File: config.mk
export PLATFORM = sky130hd
export DESIGN_NAME = hs_status_clk_ctrl
export DESIGN_NICKNAME = d
export VERILOG_FILES = /design/src/core/hs_clk_pkg.sv /design/src/core/pin_sync.sv /design/src/core/clk_ratio_div.sv /design/src/core/hs_status_clk_ctrl.sv
export SDC_FILE = /design/constraint.sdc
export NUM_CORES = 1
export LEC_CHECK = 0
export ABC_AREA = 1
export BUFFER_PORTS_ARGS = -buffer_cell sky130_fd_sc_hd__clkbuf_2
export CAP_MARGIN = 20
export CORE_ASPECT_RATIO = 1.5
export CORE_MARGIN = 2
export CORE_UTILIZATION = 45
export DETAILED_ROUTE_END_ITERATION = 8
export SKIP_CTS_REPAIR_TIMING = 1
export SLEW_MARGIN = 10
export SYNTH_ARGS = -nofsm -noshare
export SYNTH_HDL_FRONTEND = slang
export SYNTH_SLANG_ARGS = --single-unit
File: constraint.sdc
create_clock -name clk -period 3.9 [get_ports clk]
set_clock_uncertainty 0.2 [all_clocks]
set_input_delay 0.78 -clock clk [delete_from_list [all_inputs] [get_ports clk]]
set_output_delay 0.78 -clock clk [all_outputs]
set_load 0.02 [all_outputs]
File: src/core/hs_clk_pkg.sv
// shared constants for the lane status and output clock control block
package hs_clk_pkg;
  // ----------------------------------------------------------------
  // register port geometry and offsets
  // ----------------------------------------------------------------
  localparam int ADDR_W = 8;
  localparam int DATA_W = 16;
  localparam logic [7:0] OFS_LANE_STATUS = 8'h14; // high_speed_lane_status
  localparam logic [7:0] OFS_CLK_CTRL = 8'h15; // clock_output_control
  localparam logic [7:0] OFS_IRQ_STATUS = 8'h1c; // sticky event bits, read only
  localparam logic [7:0] OFS_IRQ_CLEAR = 8'h1d; // write one to clear, write only
  localparam logic [7:0] OFS_IRQ_ENABLE = 8'h1e; // event enables
  // ----------------------------------------------------------------
  // status field positions
  // ----------------------------------------------------------------
  localparam int BIT_MAIN_OVERRUN = 0;
  localparam int BIT_MAIN_UNDERRUN = 1;
  localparam int BIT_ALT_OVERRUN = 2;
  localparam int BIT_ALT_UNDERRUN = 3;
  localparam int BIT_XMIT_LANE0 = 8;
  localparam int BIT_XMIT_LANE1 = 9;
  localparam int BIT_RECV_LANE0 = 10;
  localparam int BIT_RECV_LANE1 = 11;
  localparam int BIT_XMIT_LANE2 = 12;
  localparam int BIT_XMIT_LANE3 = 13;
  localparam int BIT_RECV_LANE2 = 14;
  localparam int BIT_RECV_LANE3 = 15;
  localparam logic [15:0] STATUS_RST = 16'h0000;
  // ----------------------------------------------------------------
  // clock control fields
  // ----------------------------------------------------------------
  localparam int BIT_GATE = 9;
  localparam int BIT_SLEEP = 8;
  localparam int RATIO_LSB = 4;
  localparam int SOURCE_LSB = 0;
  localparam logic [15:0] CLK_CTRL_RST = 16'h0280;
  localparam logic [15:0] CLK_CTRL_WMASK = 16'h03ff; // bits 15:10 always zero
  localparam logic [3:0] RATIO_DIV1 = 4'h0;
  localparam logic [3:0] RATIO_DIV4 = 4'h8;
  localparam logic [3:0] RATIO_DIV8 = 4'h9;
  localparam logic [3:0] RATIO_DIV16 = 4'ha;
  localparam logic [3:0] RATIO_DIV5 = 4'hc;
  // divider period counts, in edges of the selected source
  localparam int DIV_W = 5;
  localparam logic [4:0] PERIOD_4 = 5'h04;
  localparam logic [4:0] PERIOD_5 = 5'h05;
  localparam logic [4:0] PERIOD_8 = 5'h08;
  localparam logic [4:0] PERIOD_16 = 5'h10;
  // ----------------------------------------------------------------
  // clock source indices
  // ----------------------------------------------------------------
  localparam int N_SRC = 9;
  localparam logic [3:0] SRC_A_REC = 4'h0;
  localparam logic [3:0] SRC_A_XMIT = 4'h1;
  localparam logic [3:0] SRC_A_VCO4 = 4'h2;
  localparam logic [3:0] SRC_L03_REC = 4'h3;
  localparam logic [3:0] SRC_L03_XMIT = 4'h4;
  localparam logic [3:0] SRC_B_REC = 4'h5;
  localparam logic [3:0] SRC_B_XMIT = 4'h6;
  localparam logic [3:0] SRC_B_VCO4 = 4'h7;
  localparam logic [3:0] SRC_L47_REC = 4'h8;
  localparam logic [3:0] SRC_NONE = 4'hf;
endpackage

File: src/core/pin_sync.sv
// two flip-flop synchroniser bank for inputs from foreign clock domains
`timescale 1ns/10ps
module pin_sync #(
  parameter int W = 1
) (
  input wire logic clk,
  input wire logic rst_n,
  input wire logic ce,
  input wire logic [W-1:0] d,
  output logic [W-1:0] q
);
  // ----------------------------------------------------------------
  // stages
  // ----------------------------------------------------------------
  logic [W-1:0] meta_q; // first stage, read only by the second

  // first stage feeds the second stage and nothing else
  always_ff @(posedge clk or negedge rst_n) begin
    if (!rst_n) begin
      meta_q <= '0;
      q <= '0;
    end else if (ce) begin
      meta_q <= d;
      q <= meta_q;
    end
  end
endmodule

File: src/core/clk_ratio_div.sv
// edge counting divider for the sampled output clock source
`timescale 1ns/10ps
module clk_ratio_div (
  input wire logic clk,
  input wire logic rst_n,
  input wire logic ce,
  input wire logic src_rise,
  input wire logic src_level,
  input wire logic bypass,
  input wire logic [hs_clk_pkg::DIV_W-1:0] period,
  output logic div_level
);
  // ----------------------------------------------------------------
  // counter
  // ----------------------------------------------------------------
  logic [hs_clk_pkg::DIV_W-1:0] cnt_q; // source edges within one period
  logic [hs_clk_pkg::DIV_W-1:0] cnt_d;
  logic wrap; // last edge of the period, or stale count after a change
  logic [hs_clk_pkg::DIV_W-1:0] half; // high time, rounded up for odd periods

  assign wrap = (cnt_q >= period - 5'h01);
  assign cnt_d = wrap ? 5'h00 : cnt_q + 5'h01;
  assign half = (period + 5'h01) >> 1;

  // count only on source edges, so the output period is period source edges
  always_ff @(posedge clk or negedge rst_n) begin
    if (!rst_n) begin
      cnt_q <= '0;
    end else if (ce && src_rise && !bypass) begin
      cnt_q <= cnt_d;
    end
  end

  // divide by one passes the sampled source straight through
  assign div_level = bypass ? src_level : (cnt_q < half);
endmodule

File: src/core/hs_status_clk_ctrl.sv
// lane status register, event interrupt and output clock control
//
// Local design decision: the address-and-strobe port.
`timescale 1ns/10ps
module hs_status_clk_ctrl (
  input wire logic clk,
  input wire logic arst_n,
  input wire logic ce,
  input wire logic [hs_clk_pkg::ADDR_W-1:0] addr,
  input wire logic [hs_clk_pkg::DATA_W-1:0] wr_data,
  input wire logic wr_en,
  input wire logic rd_en,
  output logic [hs_clk_pkg::DATA_W-1:0] rd_data,
  input wire logic [3:0] recv_lane_aligned,
  input wire logic [3:0] xmit_lane_aligned,
  input wire logic main_macro_rxq_overrun,
  input wire logic main_macro_rxq_underrun,
  input wire logic alt_macro_rxq_overrun,
  input wire logic alt_macro_rxq_underrun,
  input wire logic alt_macro_selected,
  input wire logic [hs_clk_pkg::N_SRC-1:0] src_clocks,
  output logic diff_clock_output_p,
  output logic diff_clock_output_n,
  output logic irq
);
  // ----------------------------------------------------------------
  // reset release
  // ----------------------------------------------------------------
  logic rst_meta_q; // first stage of the reset release
  logic rst_n; // synchronised reset used by all logic

  // assert at once, release two edges later so no flop sees a runt release
  always_ff @(posedge clk or negedge arst_n) begin
    if (!arst_n) begin
      rst_meta_q <= 1'b0;
      rst_n <= 1'b0;
    end else begin
      rst_meta_q <= 1'b1;
      rst_n <= rst_meta_q;
    end
  end

  // ----------------------------------------------------------------
  // decode helpers
  // ----------------------------------------------------------------
  // map the four-bit source field to a source index, or none
  function automatic logic [3:0] source_index(input logic [3:0] code);
    logic [3:0] idx;
    idx = hs_clk_pkg::SRC_NONE;
    unique casez (code)
      4'b00?0: idx = hs_clk_pkg::SRC_A_REC;
      4'b00?1: idx = hs_clk_pkg::SRC_A_XMIT;
      4'b010?: idx = hs_clk_pkg::SRC_A_VCO4;
      4'b0110: idx = hs_clk_pkg::SRC_L03_REC;
      4'b0111: idx = hs_clk_pkg::SRC_L03_XMIT;
      4'b10?0: idx = hs_clk_pkg::SRC_B_REC;
      4'b10?1: idx = hs_clk_pkg::SRC_B_XMIT;
      4'b110?: idx = hs_clk_pkg::SRC_B_VCO4;
      4'b1110: idx = hs_clk_pkg::SRC_L47_REC;
      4'b1111: idx = hs_clk_pkg::SRC_NONE;
    endcase
    return idx;
  endfunction

  // map the ratio field to a period; zero period means reserved
  function automatic logic [hs_clk_pkg::DIV_W-1:0] ratio_period(input logic [3:0] code);
    logic [hs_clk_pkg::DIV_W-1:0] p;
    p = 5'h00; // reserved and unresolved codes
    if (code == hs_clk_pkg::RATIO_DIV1) begin
      p = 5'h01;
    end else if (code == hs_clk_pkg::RATIO_DIV4) begin
      p = hs_clk_pkg::PERIOD_4;
    end else if (code == hs_clk_pkg::RATIO_DIV8) begin
      p = hs_clk_pkg::PERIOD_8;
    end else if (code == hs_clk_pkg::RATIO_DIV16) begin
      p = hs_clk_pkg::PERIOD_16;
    end else if (code == hs_clk_pkg::RATIO_DIV5) begin
      p = hs_clk_pkg::PERIOD_5;
    end
    return p;
  endfunction

  // ----------------------------------------------------------------
  // register port decode
  // ----------------------------------------------------------------
  wire hit_status = (addr == hs_clk_pkg::OFS_LANE_STATUS);
  wire hit_ctrl = (addr == hs_clk_pkg::OFS_CLK_CTRL);
  wire hit_irq_stat = (addr == hs_clk_pkg::OFS_IRQ_STATUS);
  wire hit_irq_clr = (addr == hs_clk_pkg::OFS_IRQ_CLEAR);
  wire hit_irq_en = (addr == hs_clk_pkg::OFS_IRQ_ENABLE);
  wire status_read = ce && rd_en && hit_status; // read that clears latched bits
  wire ctrl_write = ce && wr_en && hit_ctrl;
  wire irq_clear_write = ce && wr_en && hit_irq_clr;
  wire irq_en_write = ce && wr_en && hit_irq_en;

  // ----------------------------------------------------------------
  // status conditions in register layout
  // ----------------------------------------------------------------
  logic [15:0] cond; // live conditions, same clock, no sampling needed
  always_comb begin
    cond = hs_clk_pkg::STATUS_RST;
    cond[hs_clk_pkg::BIT_RECV_LANE0] = recv_lane_aligned[0];
    cond[hs_clk_pkg::BIT_RECV_LANE1] = recv_lane_aligned[1];
    cond[hs_clk_pkg::BIT_RECV_LANE2] = recv_lane_aligned[2];
    cond[hs_clk_pkg::BIT_RECV_LANE3] = recv_lane_aligned[3];
    cond[hs_clk_pkg::BIT_XMIT_LANE0] = xmit_lane_aligned[0];
    cond[hs_clk_pkg::BIT_XMIT_LANE1] = xmit_lane_aligned[1];
    cond[hs_clk_pkg::BIT_XMIT_LANE2] = xmit_lane_aligned[2];
    cond[hs_clk_pkg::BIT_XMIT_LANE3] = xmit_lane_aligned[3];
    cond[hs_clk_pkg::BIT_MAIN_OVERRUN] = main_macro_rxq_overrun;
    cond[hs_clk_pkg::BIT_MAIN_UNDERRUN] = main_macro_rxq_underrun;
    // alternate queue only counts while its data path is in use
    cond[hs_clk_pkg::BIT_ALT_OVERRUN] = alt_macro_selected && alt_macro_rxq_overrun;
    cond[hs_clk_pkg::BIT_ALT_UNDERRUN] = alt_macro_selected && alt_macro_rxq_underrun;
  end

  // ----------------------------------------------------------------
  // latched status register
  // ----------------------------------------------------------------
  logic [15:0] status_q; // high_speed_lane_status
  logic [15:0] status_d;
  // a live condition wins over the clearing read, so no event is lost
  assign status_d = cond | (status_read ? 16'h0000 : status_q);

  // latched bits hold until read
  always_ff @(posedge clk or negedge rst_n) begin
    if (!rst_n) begin
      status_q <= hs_clk_pkg::STATUS_RST;
    end else if (ce) begin
      status_q <= status_d;
    end
  end

  // ----------------------------------------------------------------
  // clock control register
  // ----------------------------------------------------------------
  logic [15:0] ctrl_q; // clock_output_control
  logic [15:0] ctrl_d;
  // top bits are never stored, so they always read back as zero
  assign ctrl_d = ctrl_write ? (wr_data & hs_clk_pkg::CLK_CTRL_WMASK) : ctrl_q;

  // software settings; reset gives gate on, divide by four, source 0000
  always_ff @(posedge clk or negedge rst_n) begin
    if (!rst_n) begin
      ctrl_q <= hs_clk_pkg::CLK_CTRL_RST;
    end else if (ce) begin
      ctrl_q <= ctrl_d;
    end
  end

  wire out_clock_gate = ctrl_q[hs_clk_pkg::BIT_GATE];
  wire out_clock_sleep = ctrl_q[hs_clk_pkg::BIT_SLEEP];
  wire [3:0] out_clock_ratio = ctrl_q[hs_clk_pkg::RATIO_LSB +: 4];
  wire [3:0] out_clock_source = ctrl_q[hs_clk_pkg::SOURCE_LSB +: 4];

  // ----------------------------------------------------------------
  // interrupt: sticky events, enable, write-one clear
  // ----------------------------------------------------------------
  logic [15:0] cond_prev_q; // conditions one cycle ago, for rise detection
  logic [15:0] irq_stat_q;
  logic [15:0] irq_stat_d;
  logic [15:0] irq_en_q;
  wire [15:0] cond_rise = cond & ~cond_prev_q;
  wire [15:0] irq_clr_bits = irq_clear_write ? wr_data : 16'h0000;
  // a new event in the cycle of its clear keeps the bit set
  assign irq_stat_d = cond_rise | (irq_stat_q & ~irq_clr_bits);
  wire irq_d = |(irq_stat_d & irq_en_q);

  // event capture, enables and the registered interrupt line
  always_ff @(posedge clk or negedge rst_n) begin
    if (!rst_n) begin
      cond_prev_q <= 16'h0000;
      irq_stat_q <= 16'h0000;
      irq_en_q <= 16'h0000;
      irq <= 1'b0;
    end else if (ce) begin
      cond_prev_q <= cond;
      irq_stat_q <= irq_stat_d;
      irq_en_q <= irq_en_write ? wr_data : irq_en_q;
      irq <= irq_d;
    end
  end

  // ----------------------------------------------------------------
  // read data, valid in the cycle after the read strobe only
  // ----------------------------------------------------------------
  logic [15:0] rd_mux;
  always_comb begin
    rd_mux = 16'h0000; // unmapped and write-only offsets read zero
    if (hit_status) begin
      rd_mux = status_q;
    end else if (hit_ctrl) begin
      rd_mux = ctrl_q;
    end else if (hit_irq_stat) begin
      rd_mux = irq_stat_q;
    end else if (hit_irq_en) begin
      rd_mux = irq_en_q;
    end
  end

  // data is dropped to zero outside the answer cycle
  always_ff @(posedge clk or negedge rst_n) begin
    if (!rst_n) begin
      rd_data <= 16'h0000;
    end else if (ce) begin
      rd_data <= rd_en ? rd_mux : 16'h0000;
    end
  end

  // ----------------------------------------------------------------
  // source sampling and selection
  // ----------------------------------------------------------------
  logic [hs_clk_pkg::N_SRC-1:0] src_sync; // sources after two flops
  pin_sync #(.W(hs_clk_pkg::N_SRC)) u_src_sync (
    .clk(clk),
    .rst_n(rst_n),
    .ce(ce),
    .d(src_clocks),
    .q(src_sync)
  );

  wire [3:0] src_idx = source_index(out_clock_source);
  wire src_valid = (src_idx != hs_clk_pkg::SRC_NONE);
  // only the selected source reaches the divider
  wire src_level = src_valid ? src_sync[src_idx] : 1'b0;
  logic src_prev_q; // selected level one cycle ago
  wire src_rise = src_level && !src_prev_q;

  // edge detector on the selected, already synchronised source
  always_ff @(posedge clk or negedge rst_n) begin
    if (!rst_n) begin
      src_prev_q <= 1'b0;
    end else if (ce) begin
      src_prev_q <= src_level;
    end
  end

  // ----------------------------------------------------------------
  // divider and output stage
  // ----------------------------------------------------------------
  // limitation: sources are sampled at 25 MHz, so a source must run
  // well below half that rate to be reproduced faithfully
  wire [hs_clk_pkg::DIV_W-1:0] period = ratio_period(out_clock_ratio);
  wire ratio_valid = (period != 5'h00);
  logic div_level;
  clk_ratio_div u_div (
    .clk(clk),
    .rst_n(rst_n),
    .ce(ce),
    .src_rise(src_rise),
    .src_level(src_level),
    .bypass(period == 5'h01),
    .period(period),
    .div_level(div_level)
  );

  // reserved codes and a closed gate both park the output low
  wire run = out_clock_gate && src_valid && ratio_valid;
  wire level = run && div_level;
  wire out_p_d = out_clock_sleep ? 1'b0 : level;
  wire out_n_d = out_clock_sleep ? 1'b0 : !level;

  // output pair straight from flops; sleep drives both legs low
  always_ff @(posedge clk or negedge rst_n) begin
    if (!rst_n) begin
      diff_clock_output_p <= 1'b0;
      diff_clock_output_n <= 1'b0;
    end else if (ce) begin
      diff_clock_output_p <= out_p_d;
      diff_clock_output_n <= out_n_d;
    end
  end
endmodule

# == Yosys cells after proc, flatten, opt, wreduce, memory -nomap -nowiden ==
# Index checks and enable logic that the tools add are counted.
# classes
bitwise,7
magnitude_cmp,3
n_addsub,3
reduce_logical,23
n_mux,20
n_eq_ne,20
# ops
operator,count
$mux 16,7
$and 16x16->16,3
$eq 8x5->1 const B,5
$pmux 4 s10,1
$not 16->16,2
$or 16x16->16,2
$mux 5,5
$eq 4x4->1 const B,6
$reduce_or 16->1,1
$logic_and 1x1->1,14
$add 5x1->5 const B,2
$eq 3x3->1 const B,3
$eq 4x3->1 const B,2
$eq 5x1->1 const B,1
$ge 5x5->1,1
$lt 4x5->1 const B,1
$lt 5x4->1,1
$mux 1,5
$reduce_bool 5->1,1
$sub 5x1->5 const B,1
$bmux 1 s4,1
$logic_not 4->1,1
$ne 4x4->1 const B,1
$reduce_and 2->1,2
other kinds (5),7
# totals
ff_bits,115
elab_cells,91
inputBits,51
output_inout_bits,19

# == Longest topological paths before layout ==
# Gate-level depths: netlist (run 1).
# logic_depth
ltp_word,12
depth_mapped,17
ltp_nobuf,17

# == Modules after synthesis ==
# From an unflattened synthesis (run 1), not the netlist that was laid out.
# hier_totals
cells_unflattened,709
hier_area_um2,5677.9
# modules_own_cells
mod,seq_area_each_um2,n_inst,cells_each,area_each_um2
hs_status_clk_ctrl,2204.6,1,546,4355.4
pin_sync,450.4,1,76,710.7
clk_ratio_div,125.1,1,87,611.8

# == Worst setup path after synthesis (run 1) ==
# OpenSTA, ideal clock, no wires.
# synth_timing
path_type,input port to flip-flop
start,input port addr[5] in the netlist's numbering
end,register irq
slack_ns,1.646
setup_ns,0.117
arrival_ns,1.937
path_buffers,1
required_time_ns,3.583
stages,13
path_cell_list,inv_1 nand2_2 nor3_4 nand3_4 buf_6 o21bai_2 nand2_1 nand2_1 nand2_1 nor2_1 nand2_1 nor2_1 nor2_1
# synth_between
elab_chain_cells,8
# synth_rtl
element,line,rtl
"start, declared",hs_status_clk_ctrl.sv:9,"input wire logic [hs_clk_pkg::ADDR_W-1:0] addr,"
$eq 8x5->1,hs_status_clk_ctrl.sv:89,wire hit_irq_clr = (addr == hs_clk_pkg::OFS_IRQ_CLEAR);
$logic_and 1x1->1,hs_status_clk_ctrl.sv:93,wire irq_clear_write = ce && wr_en && hit_irq_clr;
$mux 16,hs_status_clk_ctrl.sv:164,wire [15:0] irq_clr_bits = irq_clear_write ? wr_data : 16'h0000;
$not 16->16,hs_status_clk_ctrl.sv:166,assign irq_stat_d = cond_rise | (irq_stat_q & ~irq_clr_bits);
$and 16x16->16,hs_status_clk_ctrl.sv:166,
$or 16x16->16,hs_status_clk_ctrl.sv:166,
$and 16x16->16,hs_status_clk_ctrl.sv:167,wire irq_d = |(irq_stat_d & irq_en_q);
$reduce_or 16->1,hs_status_clk_ctrl.sv:167,
"end signal, assigned",hs_status_clk_ctrl.sv:180,irq <= irq_d;
"end, declared",hs_status_clk_ctrl.sv:24,output logic irq
# No other way between the ends.
# A chain may end at the register's enable or synchronous reset.

# == Worst setup path in the final report (run 1) ==
# layout_timing
start,input port addr[5] in the netlist's numbering
end,register irq_en_q[3]
# layout_between
elab_chain_cells,3
# layout_rtl
element,line,rtl
$eq 8x5->1,hs_status_clk_ctrl.sv:90,wire hit_irq_en = (addr == hs_clk_pkg::OFS_IRQ_ENABLE);
$logic_and 1x1->1,hs_status_clk_ctrl.sv:94,wire irq_en_write = ce && wr_en && hit_irq_en;
$reduce_and 2->1 (no line),n/a,
"end signal, assigned",hs_status_clk_ctrl.sv:179,irq_en_q <= irq_en_write ? wr_data : irq_en_q;
"end, declared",hs_status_clk_ctrl.sv:162,logic [15:0] irq_en_q;
# No other way between the ends.

==> impl_metrics.yaml, run 1 <==
run_status:
  status: "complete, no violations"
sta:
  max_slew_margin: 0.369
  tightest_slew_ns: 0.944
  setup_viol: 0
  timing.hold.ws_ns: 0.0551
  tns_ns: 0
  report.final.slew_viol_count: 0
  clock.fmax_mhz: 370
  rsz0062_at_grt: "false"
  worst_slack_ns: 1.20
  timing.final.crit_share: 0.693
  finalHoldViolCount: 0
  post-route-min-period_ns: 2.70
placed_design:
  place_congestion: 0.833
  dpl.hpwl_um: 9640
  preCtsSetupSlack_ns: 0.849
  port_buffers: 69
grt:
  grt_pass1_vias: 4470
  grt_pass1_wl_um: 21800
  antenna_found_initial: 0
  grt_overflow: 0
  grt_use_total: 0.217
  grt_max_degree: 82
yosys:
  async_flop_share: 1.00
  avgSynthCellArea_um2: 8.12
  syn_area_um2: 5380
  ys_seq_area_frac: 0.517
  yosys.area.top_type: "dfrtp_1"
  synth_cell_types: 35
  synth_edf_count: 0
  synth_ff_type: "dfrtp_1"
  synth_cells: 662
  ys_ff_latch: 111
  synthTopCellsByArea: "dfrtp_1 51%, nand2_1 15%, o21ai_0 8.9%"
  yosysTopAreaCellShare: 0.507
  synthTopCellsByCount: "212 x nand2_1, 109 x dfrtp_1, 96 x o21ai_0, 74 x inv_1, 32 x nor2_1"
  yosysWarnings: 0
  syn-num-nets: 723
  synth.most_common_cell: "nand2_1"
pwr:
  peakVddDrop_mv: 0.256
  powerDensity_nw_per_um2: 388
  p_leak_uw: 0.00305
setup_path:
  required_ns: 3.95
  cp_max_fo: 32
  arrival_ns: 2.75
  path_delay_family: "simple AND/OR/NAND/NOR gates"
  cp-end-kind: "flop"
  critical_path_buf_inv_count: 3
  cpPeakStageDelay_ns: 0.66
  r2r_start: "ctrl_q[4]$_DFFE_PN0P_"
  cpMostUsedCell: "nand2_1"
  cp_slowest_cell: "nand2_1"
  cp-start-kind: "input pin"
  r2r_slack_ns: 1.26
  worstRegToRegCells: 16
  cp_cell_sequence: "clkbuf_2 > inv_1 > nand2_2 > nor3_4 > nand2_1 > clkinv_1 > nand2_1 > o21ai_0"
  critical_path_class: "in -> reg"
  timing.rr.end: "u_div.cnt_q[3]$_DFFE_PN0P_"
drt:
  dr_total_vias: 4531
  wl_um: 13100
  drcViolationCount: 0
  drtIter0Drc: 242
  viasPerCell: 5.14
  drt_pass1_iterations: 4
  antenna_left: 0
  wire_per_inst_um: 14.9
floorplanning:
  fp-row-count: 48
  die_x_um: 93.2
  core-area_um2: 11600
  ioPinCount: 70
  dieHeight_um: 138
  die_area_um2: 12900
  start_util: 0.464
clock_tree:
  cts_sinks: 111
  cts-root-buf: "clkbuf_16"
  numCtsBuffers: 9
  clk_latency_ns: 0.35
  cts_tree: "built"
  htree_num_levels: 3
  clkTransAtPathRegs_ns: 0.07
  clock_path_buffers: 2
cells_and_area:
  antennaDiodeCount: 0
  nets: 788
  area_delta_synth_final_pct: 15.2
  final_layout_size_suffix_gt1_frac: 0.154
min_path:
  hold_path.class: "reg -> async"
job:
  cap_violations: 0
[through the flow]
step                instance area [um^2]  power (uW)  instances  utilization
floorplan                           5380        1410        662            -
global placement                    5850        1490        864        0.505
detailed placement                  5850        1500        864        0.505
CTS                                 6150        2430        880        0.531
global route                        6190        2510        882        0.534
finish                              6190        2400        882        0.534
[metal layers]
| layer | wire length, um | global-route usage |
|---|---|---|
| met5 | 0 | 0 |
| met4 | 246 | 0.0768 |
| met3 | 509 | 0.0283 |
| met2 | 6770 | 0.376 |
| met1 | 5610 | 0.277 |
[cell families (layout without fill, tap and decap cells)]
family,after synthesis,in the layout,share of synthesized area
buffers and inverters,100,170,0.0729
AOI/OAI and AO/OA,140,140,0.148
adders and majority gates,10,10,0.0233
and+or+nand+nor,297,297,0.233
xor gates and xnor gates,3,3,0.00489
other,1,1,0.000698
DFF,111,111,0.517
[flip-flops by register name, indices dropped and copies added (netlist names), 5 cells and up]
signal and flops:
rd_data 16, irq_en_q 16, cond_prev_q 12, status_q 12, ctrl_q 10, irq_stat_q 16, u_div.cnt_q 5, u_src_sync.q 9
u_src_sync.meta_q 9
[final cells by class]
class | count | area, um^2
Fill cell | 1108 | 5400
Sequential cell | 111 | 2780
Multi-Input combinational cell | 451 | 2200
Timing Repair Buffer | 77 | 428
Inverter | 77 | 289
Clock buffer | 10 | 229
Tap cell | 150 | 188
Clock inverter | 6 | 68.8
[worst max-delay path by stage]
stage	cells past startpoint	endpoint	slack, ns	start
6_report	8	irq_en_q[3]$_DFFE_PN0P_	1.20	addr[5]
5_1_grt	8	irq_en_q[3]$_DFFE_PN0P_	0.99	addr[5]
4_1_cts	8	irq_en_q[3]$_DFFE_PN0P_	1.22	addr[5]
3_5_place_dp	8	irq_en_q[3]$_DFFE_PN0P_	0.85	addr[5]
3_3_place_gp	8	irq_en_q[4]$_DFFE_PN0P_	1.05	addr[5]
2_1_floorplan	0	cond_prev_q[0]$_DFFE_PN0P_	0.38	rst_n$_DFF_PN0_
[placed cells by master (no fill, tap or decap), types with 3 or more instances in the layout]
cell type  Yosys  final
nand2_1      212    212
dfrtp_1      109    108
o21ai_0       96     96
inv_1         74     74
clkbuf_2       1     69
nor2_1        32     32
nand3_1       28     28
a21oi_1       10     10
ha_1          10     10
nand4_1        9      9
clkbuf_16      0      9
a31oi_1        7      7
o211ai_1       7      7
a221o_1        6      6
buf_4          2      6
nor2_2         4      4
o21ai_1        4      4
nor3_1         3      3
nand2_2        3      3
nand3_2        3      3
o21ai_2        3      3
o21bai_1       3      3
[power by group]
group | leakage [uW] | internal, uW | total [uW] | switching, uW
Combinational | 0.00154 | 83.4 | 243 | 160
Clock | 0.000143 | 502 | 924 | 422
Sequential | 0.00137 | 1200 | 1240 | 33.1
(Power assumes the default switching activity.)
==> run 2: changes to the inputs <==
- clock period: 3.9 -> 2.7 ns (I/O delays scaled with it)
==> impl_metrics.yaml, run 2 (synthesis results as in run 1) <==
run_status:
  status: "complete, no violations"
setup_path:
  cp_cell_sequence: "nor2_1 > inv_1 > nor2_1 > nand2_1 > inv_1 > nor2_1 > inv_1 > ha_1 > nand2_1 > a21oi_1 > o21bai_1 > a21oi_1 > o21bai_2 > nor2_1 > nand4_1 > nand2_1"
  timing.rr.end: "u_div.cnt_q[2]$_DFFE_PN0P_"
  cpMostUsedCell: "nor2_1"
  cp_slowest_cell: "dfrtp_1"
  r2r_start: "ctrl_q[4]$_DFFE_PN0P_"
  cpPeakStageDelay_ns: 0.42
  path_delay_family: "simple AND/OR/NAND/NOR gates"
  required_ns: 2.74
  worstRegToRegCells: 16
  cp_max_fo: 5
  critical_path_buf_inv_count: 3
  arrival_ns: 2.48
  critical_path_class: "reg -> reg"
  cp-end-kind: "flop"
  r2r_slack_ns: 0.27
  cp-start-kind: "flop"
cells_and_area:
  nets: 798
  area_delta_synth_final_pct: 17.3
  final_util: 0.544
  final_layout_size_suffix_gt1_frac: 0.168
  mostFrequentLayoutCells: "212 x nand2_1, 108 x dfrtp_1, 96 x o21ai_0"
  finalInstanceArea_um2: 6300
  largest_registers: "irq_en_q: 16 flops, irq_stat_q: 16 flops, rd_data: 16 flops"
  antennaDiodeCount: 0
  final_common_cell: "nand2_1"
clock_tree:
  clkTransAtPathRegs_ns: 0.08
  cts_sinks: 111
  clock_path_buffers: 2
  clk_latency_ns: 0.35
  cts_tree: "built"
  htree_num_levels: 3
  cts-root-buf: "clkbuf_16"
  numCtsBuffers: 9
sta:
  max_slew_margin: 0.565
  clock.fmax_mhz: 411
  finalHoldViolCount: 0
  setup_viol: 0
  tightest_slew_ns: 0.653
  timing.final.crit_share: 0.901
  tns_ns: 0
  rsz0062_at_grt: "false"
  post-route-min-period_ns: 2.43
  report.final.slew_viol_count: 0
grt:
  grt_pass1_vias: 4561
  grt_use_total: 0.223
  globalRouteMet3Util: 0.0283
  grt_pass1_wl_um: 22300
  grt_max_degree: 70
  grt_overflow: 0
  gr-usage-met1: 0.294
  antenna_found_initial: 0
  use_met2: 0.380
  busiest_layer: "met2"
floorplanning:
  start_util: 0.464
  ioPinCount: 70
  core-area_um2: 11600
  die_x_um: 93.2
  dieHeight_um: 138
  fp-row-count: 48
  die_area_um2: 12900
pwr:
  peakVddDrop_mv: 0.335
  p_leak_uw: 0.00312
  power_uw: 3610
  powerDensity_nw_per_um2: 572
drt:
  drcViolationCount: 0
  antenna_left: 0
  dr_total_vias: 4585
  viasPerCell: 5.14
  drtIter0Drc: 210
  wire_per_inst_um: 15.0
  wl_um: 13300
  drt_pass1_iterations: 5
job:
  cap_violations: 0
placed_design:
  place_area_um2: 5960
  port_buffers: 69
  dpl.hpwl_um: 9860
  place_congestion: 0.822
min_path:
  hold_path.class: "reg -> async"
[run 2: per-stage QoR]
stage | hold WS [ns] | cells | setup slack [ns]
floorplan | 0.0444 | 662 | 0.474
global placement | 0.0572 | 875 | 0.261
detailed placement | 0.0597 | 875 | 0.189
CTS | -0.258 | 891 | 0.176
global route | 0.0920 | 892 | 0.00969
finish | 0.0507 | 892 | 0.268
[run 2: cell type report]
| class | count | area (um^2) |
|---|---|---|
| Fill cell | 1117 | 5290 |
| Clock inverter | 7 | 103 |
| Timing Repair Buffer | 87 | 508 |
| Sequential cell | 111 | 2780 |
| Multi-Input combinational cell | 451 | 2210 |
| Clock buffer | 9 | 225 |
| Tap cell | 150 | 188 |
| Inverter | 77 | 289 |
[run 2: power breakdown]
group / internal (uW) / switching [uW] / total [uW]
Sequential: 1740 / 48.4 / 1790
Clock: 826 / 643 / 1470
Combinational: 122 / 230 / 352
Total: 2680 / 921 / 3610
[run 2: worst max-delay path by stage]
stage	depth (start not counted)	slack, ns	to	startpoint
finish	16	0.27	u_div.cnt_q[2]$_DFFE_PN0P_	ctrl_q[4]$_DFFE_PN0P_
global route	15	0.01	u_div.cnt_q[4]$_DFFE_PN0P_	ctrl_q[4]$_DFFE_PN0P_
floorplan	16	0.47	u_div.cnt_q[0]$_DFFE_PN0P_	ctrl_q[4]$_DFFE_PN0P_
detailed placement	16	0.19	u_div.cnt_q[3]$_DFFE_PN0P_	ctrl_q[4]$_DFFE_PN0P_
global placement	16	0.26	u_div.cnt_q[4]$_DFFE_PN0P_	ctrl_q[4]$_DFFE_PN0P_
CTS	16	0.18	u_div.cnt_q[3]$_DFFE_PN0P_	ctrl_q[4]$_DFFE_PN0P_
[run 2: per-layer routing]
metal  wire (um)  part of all wire
met1        5880              0.44
met3         378             0.028
met4         249             0.019
met5           0                 0
met2        6830              0.51
[run 2: worst reg2reg max path: stages, from the launching register on]
cell and delay (ns):
dfrtp_1 0.42, nor2_1 0.18, inv_1 0.09, nor2_1 0.14
nand2_1 0.08, inv_1 0.10, nor2_1 0.07, inv_1 0.08
ha_1 0.22, nand2_1 0.06, a21oi_1 0.05, o21bai_1 0.13
a21oi_1 0.09, o21bai_2 0.21, nor2_1 0.06, nand4_1 0.09
nand2_1 0.06
==> run 3: changes to the inputs <==
- CORE_UTILIZATION: 45 -> 58
- MAX_ROUTING_LAYER: not set -> met4
- PLACE_DENSITY: not set -> 0.8
==> impl_metrics.yaml, run 3 (synthesis results as in run 1) <==
floorplanning:
  fp-row-count: 43
  ioPinCount: 70
  die_x_um: 82.6
  dieHeight_um: 122
  core-area_um2: 9150
  start_util: 0.588
  die_area_um2: 10100
sta:
  clock.fmax_mhz: 407
  tns_ns: 0
  timing.final.crit_share: 0.909
  report.final.slew_viol_count: 0
  tightest_slew_ns: 0.580
  setup_viol: 0
  post-route-min-period_ns: 2.46
  max_slew_margin: 0.611
  finalHoldViolCount: 0
  rsz0062_at_grt: "false"
pwr:
  p_clk_frac: 0.357
  comb_power_share: 0.107
  p_sw_uw: 856
  intPower_uw: 2480
  sw_frac_of_total: 0.257
  peakVddDrop_mv: 0.389
  powerDensity_nw_per_um2: 544
  p_leak_uw: 0.00306
  pwr-share-seq: 0.536
grt:
  grt_pass1_vias: 4706
  antenna_found_initial: 0
  grt_overflow: 0
  grt_use_total: 0.288
  grt_pass1_wl_um: 21500
  grt_max_degree: 61
drt:
  drcViolationCount: 0
  viasPerCell: 5.62
  drt_pass1_iterations: 5
  wire_per_inst_um: 15.5
  drtIter0Drc: 526
  wl_um: 13200
  antenna_left: 0
  dr_total_vias: 4775
setup_path:
  cpPeakStageDelay_ns: 0.43
  cp_slowest_cell: "dfrtp_1"
  cp-end-kind: "flop"
  cp-start-kind: "flop"
  cp_max_fo: 5
  cp_cell_sequence: "nor2_2 > inv_1 > nor2_1 > nand2_1 > inv_1 > nor2_1 > inv_1 > ha_1 > a21oi_1 > o21bai_1 > a21oi_1 > o21bai_2 > nor2_1 > nand4_1 > nand2_1"
  arrival_ns: 2.54
  critical_path_class: "reg -> reg"
  required_ns: 2.79
clock_tree:
  numCtsBuffers: 9
  clock_path_buffers: 2
  htree_num_levels: 3
  cts-root-buf: "clkbuf_16"
  clkTransAtPathRegs_ns: 0.07
  cts_tree: "built"
  cts_sinks: 111
  clk_latency_ns: 0.35
cells_and_area:
  final_util: 0.671
  final_layout_size_suffix_gt1_frac: 0.159
  area_delta_synth_final_pct: 14.2
  antennaDiodeCount: 0
  nets: 794
  final_common_cell: "nand2_1"
  largest_registers: "irq_en_q: 16 flops, irq_stat_q: 16 flops, rd_data: 16 flops"
  mostFrequentLayoutCells: "212 x nand2_1, 108 x dfrtp_1, 96 x o21ai_0"
min_path:
  hold_path.class: "reg -> async"
placed_design:
  place_congestion: 0.872
  port_buffers: 69
  dpl.hpwl_um: 9450
job:
  cap_violations: 0
run_status:
  status: "complete, no violations"
-- run 3: cell count changes in the layout (fill, tap and decap cells not counted), sizes merged --
cell	change
clkbuf	+4
inv	-2
bufinv	-2
clkinv	-1
buf	-4
-- run 3: power by group through the flow --
stage	logic [uW]	clock network [uW]	registers (uW)
4_1_cts	355	1200	1790
5_1_grt	409	1260	1800
2_1_floorplan	208	0	1830
3_3_place_gp	336	0	1820
6_report	357	1190	1790
3_5_place_dp	353	0	1820
-- run 3: critical path, delay by kind of cell, from the launching register on --
family / cells / cell delay, ns
compound gates: 4 / 0.54
flops: 1 / 0.43
buf+inv: 3 / 0.24
fa+ha+maj: 1 / 0.23
simple gates: 7 / 0.76
-- run 3: area by class of cell --
class	instances	area [um^2]
Fill cell	756	3010
Timing Repair Buffer	83	465
Clock inverter	2	10.0
Multi-Input combinational cell	451	2210
Inverter	77	289
Sequential cell	111	2780
Clock buffer	13	240
Tap cell	112	140
-- run 3: final timing paths --
kind / from / endpoint / slack (ns) / depth (start not counted)
min in group clk: rst_meta_q$_DFF_PN0_ / rst_n$_DFF_PN0_ / 0.16 / 0
max reg2reg: ctrl_q[4]$_DFFE_PN0P_ / u_div.cnt_q[1]$_DFFE_PN0P_ / 0.24 / 15
max in group asynchronous: rst_n$_DFF_PN0_ / ctrl_q[9]$_DFFE_PN1P_ / 1.56 / 1
min reg2reg: rst_n$_DFF_PN0_ / cond_prev_q[9]$_DFFE_PN0P_ / 0.06 / 0
min: rst_n$_DFF_PN0_ / cond_prev_q[9]$_DFFE_PN0P_ / 0.06 / 0
max: ctrl_q[4]$_DFFE_PN0P_ / u_div.cnt_q[1]$_DFFE_PN0P_ / 0.24 / 15
-- run 3: metrics by stage --
step                      instances  power (uW)  worst slack (ns)  hold slack (ns)  cell area (um^2)
after floorplan                 662        2030             0.474           0.0444              5380
after global placement          833        2150             0.315           0.0584              5870
after detailed placement        833        2170             0.141           0.0691              5870
after CTS                       848        3340             0.115           -0.242              6120
after global routing            849        3470           0.00150           0.0995              6140
final                           849        3340             0.245           0.0587              6140
-- run 3: layer usage --
metal | share of wire | GRT usage | up-vias
li1 | - | - | 2290
met1 | 0.41 | 0.348 | 2332
met2 | 0.53 | 0.484 | 122
met3 | 0.034 | 0.0267 | 31
met4 | 0.028 | 0.128 | 0
met5 | 0 | - | -
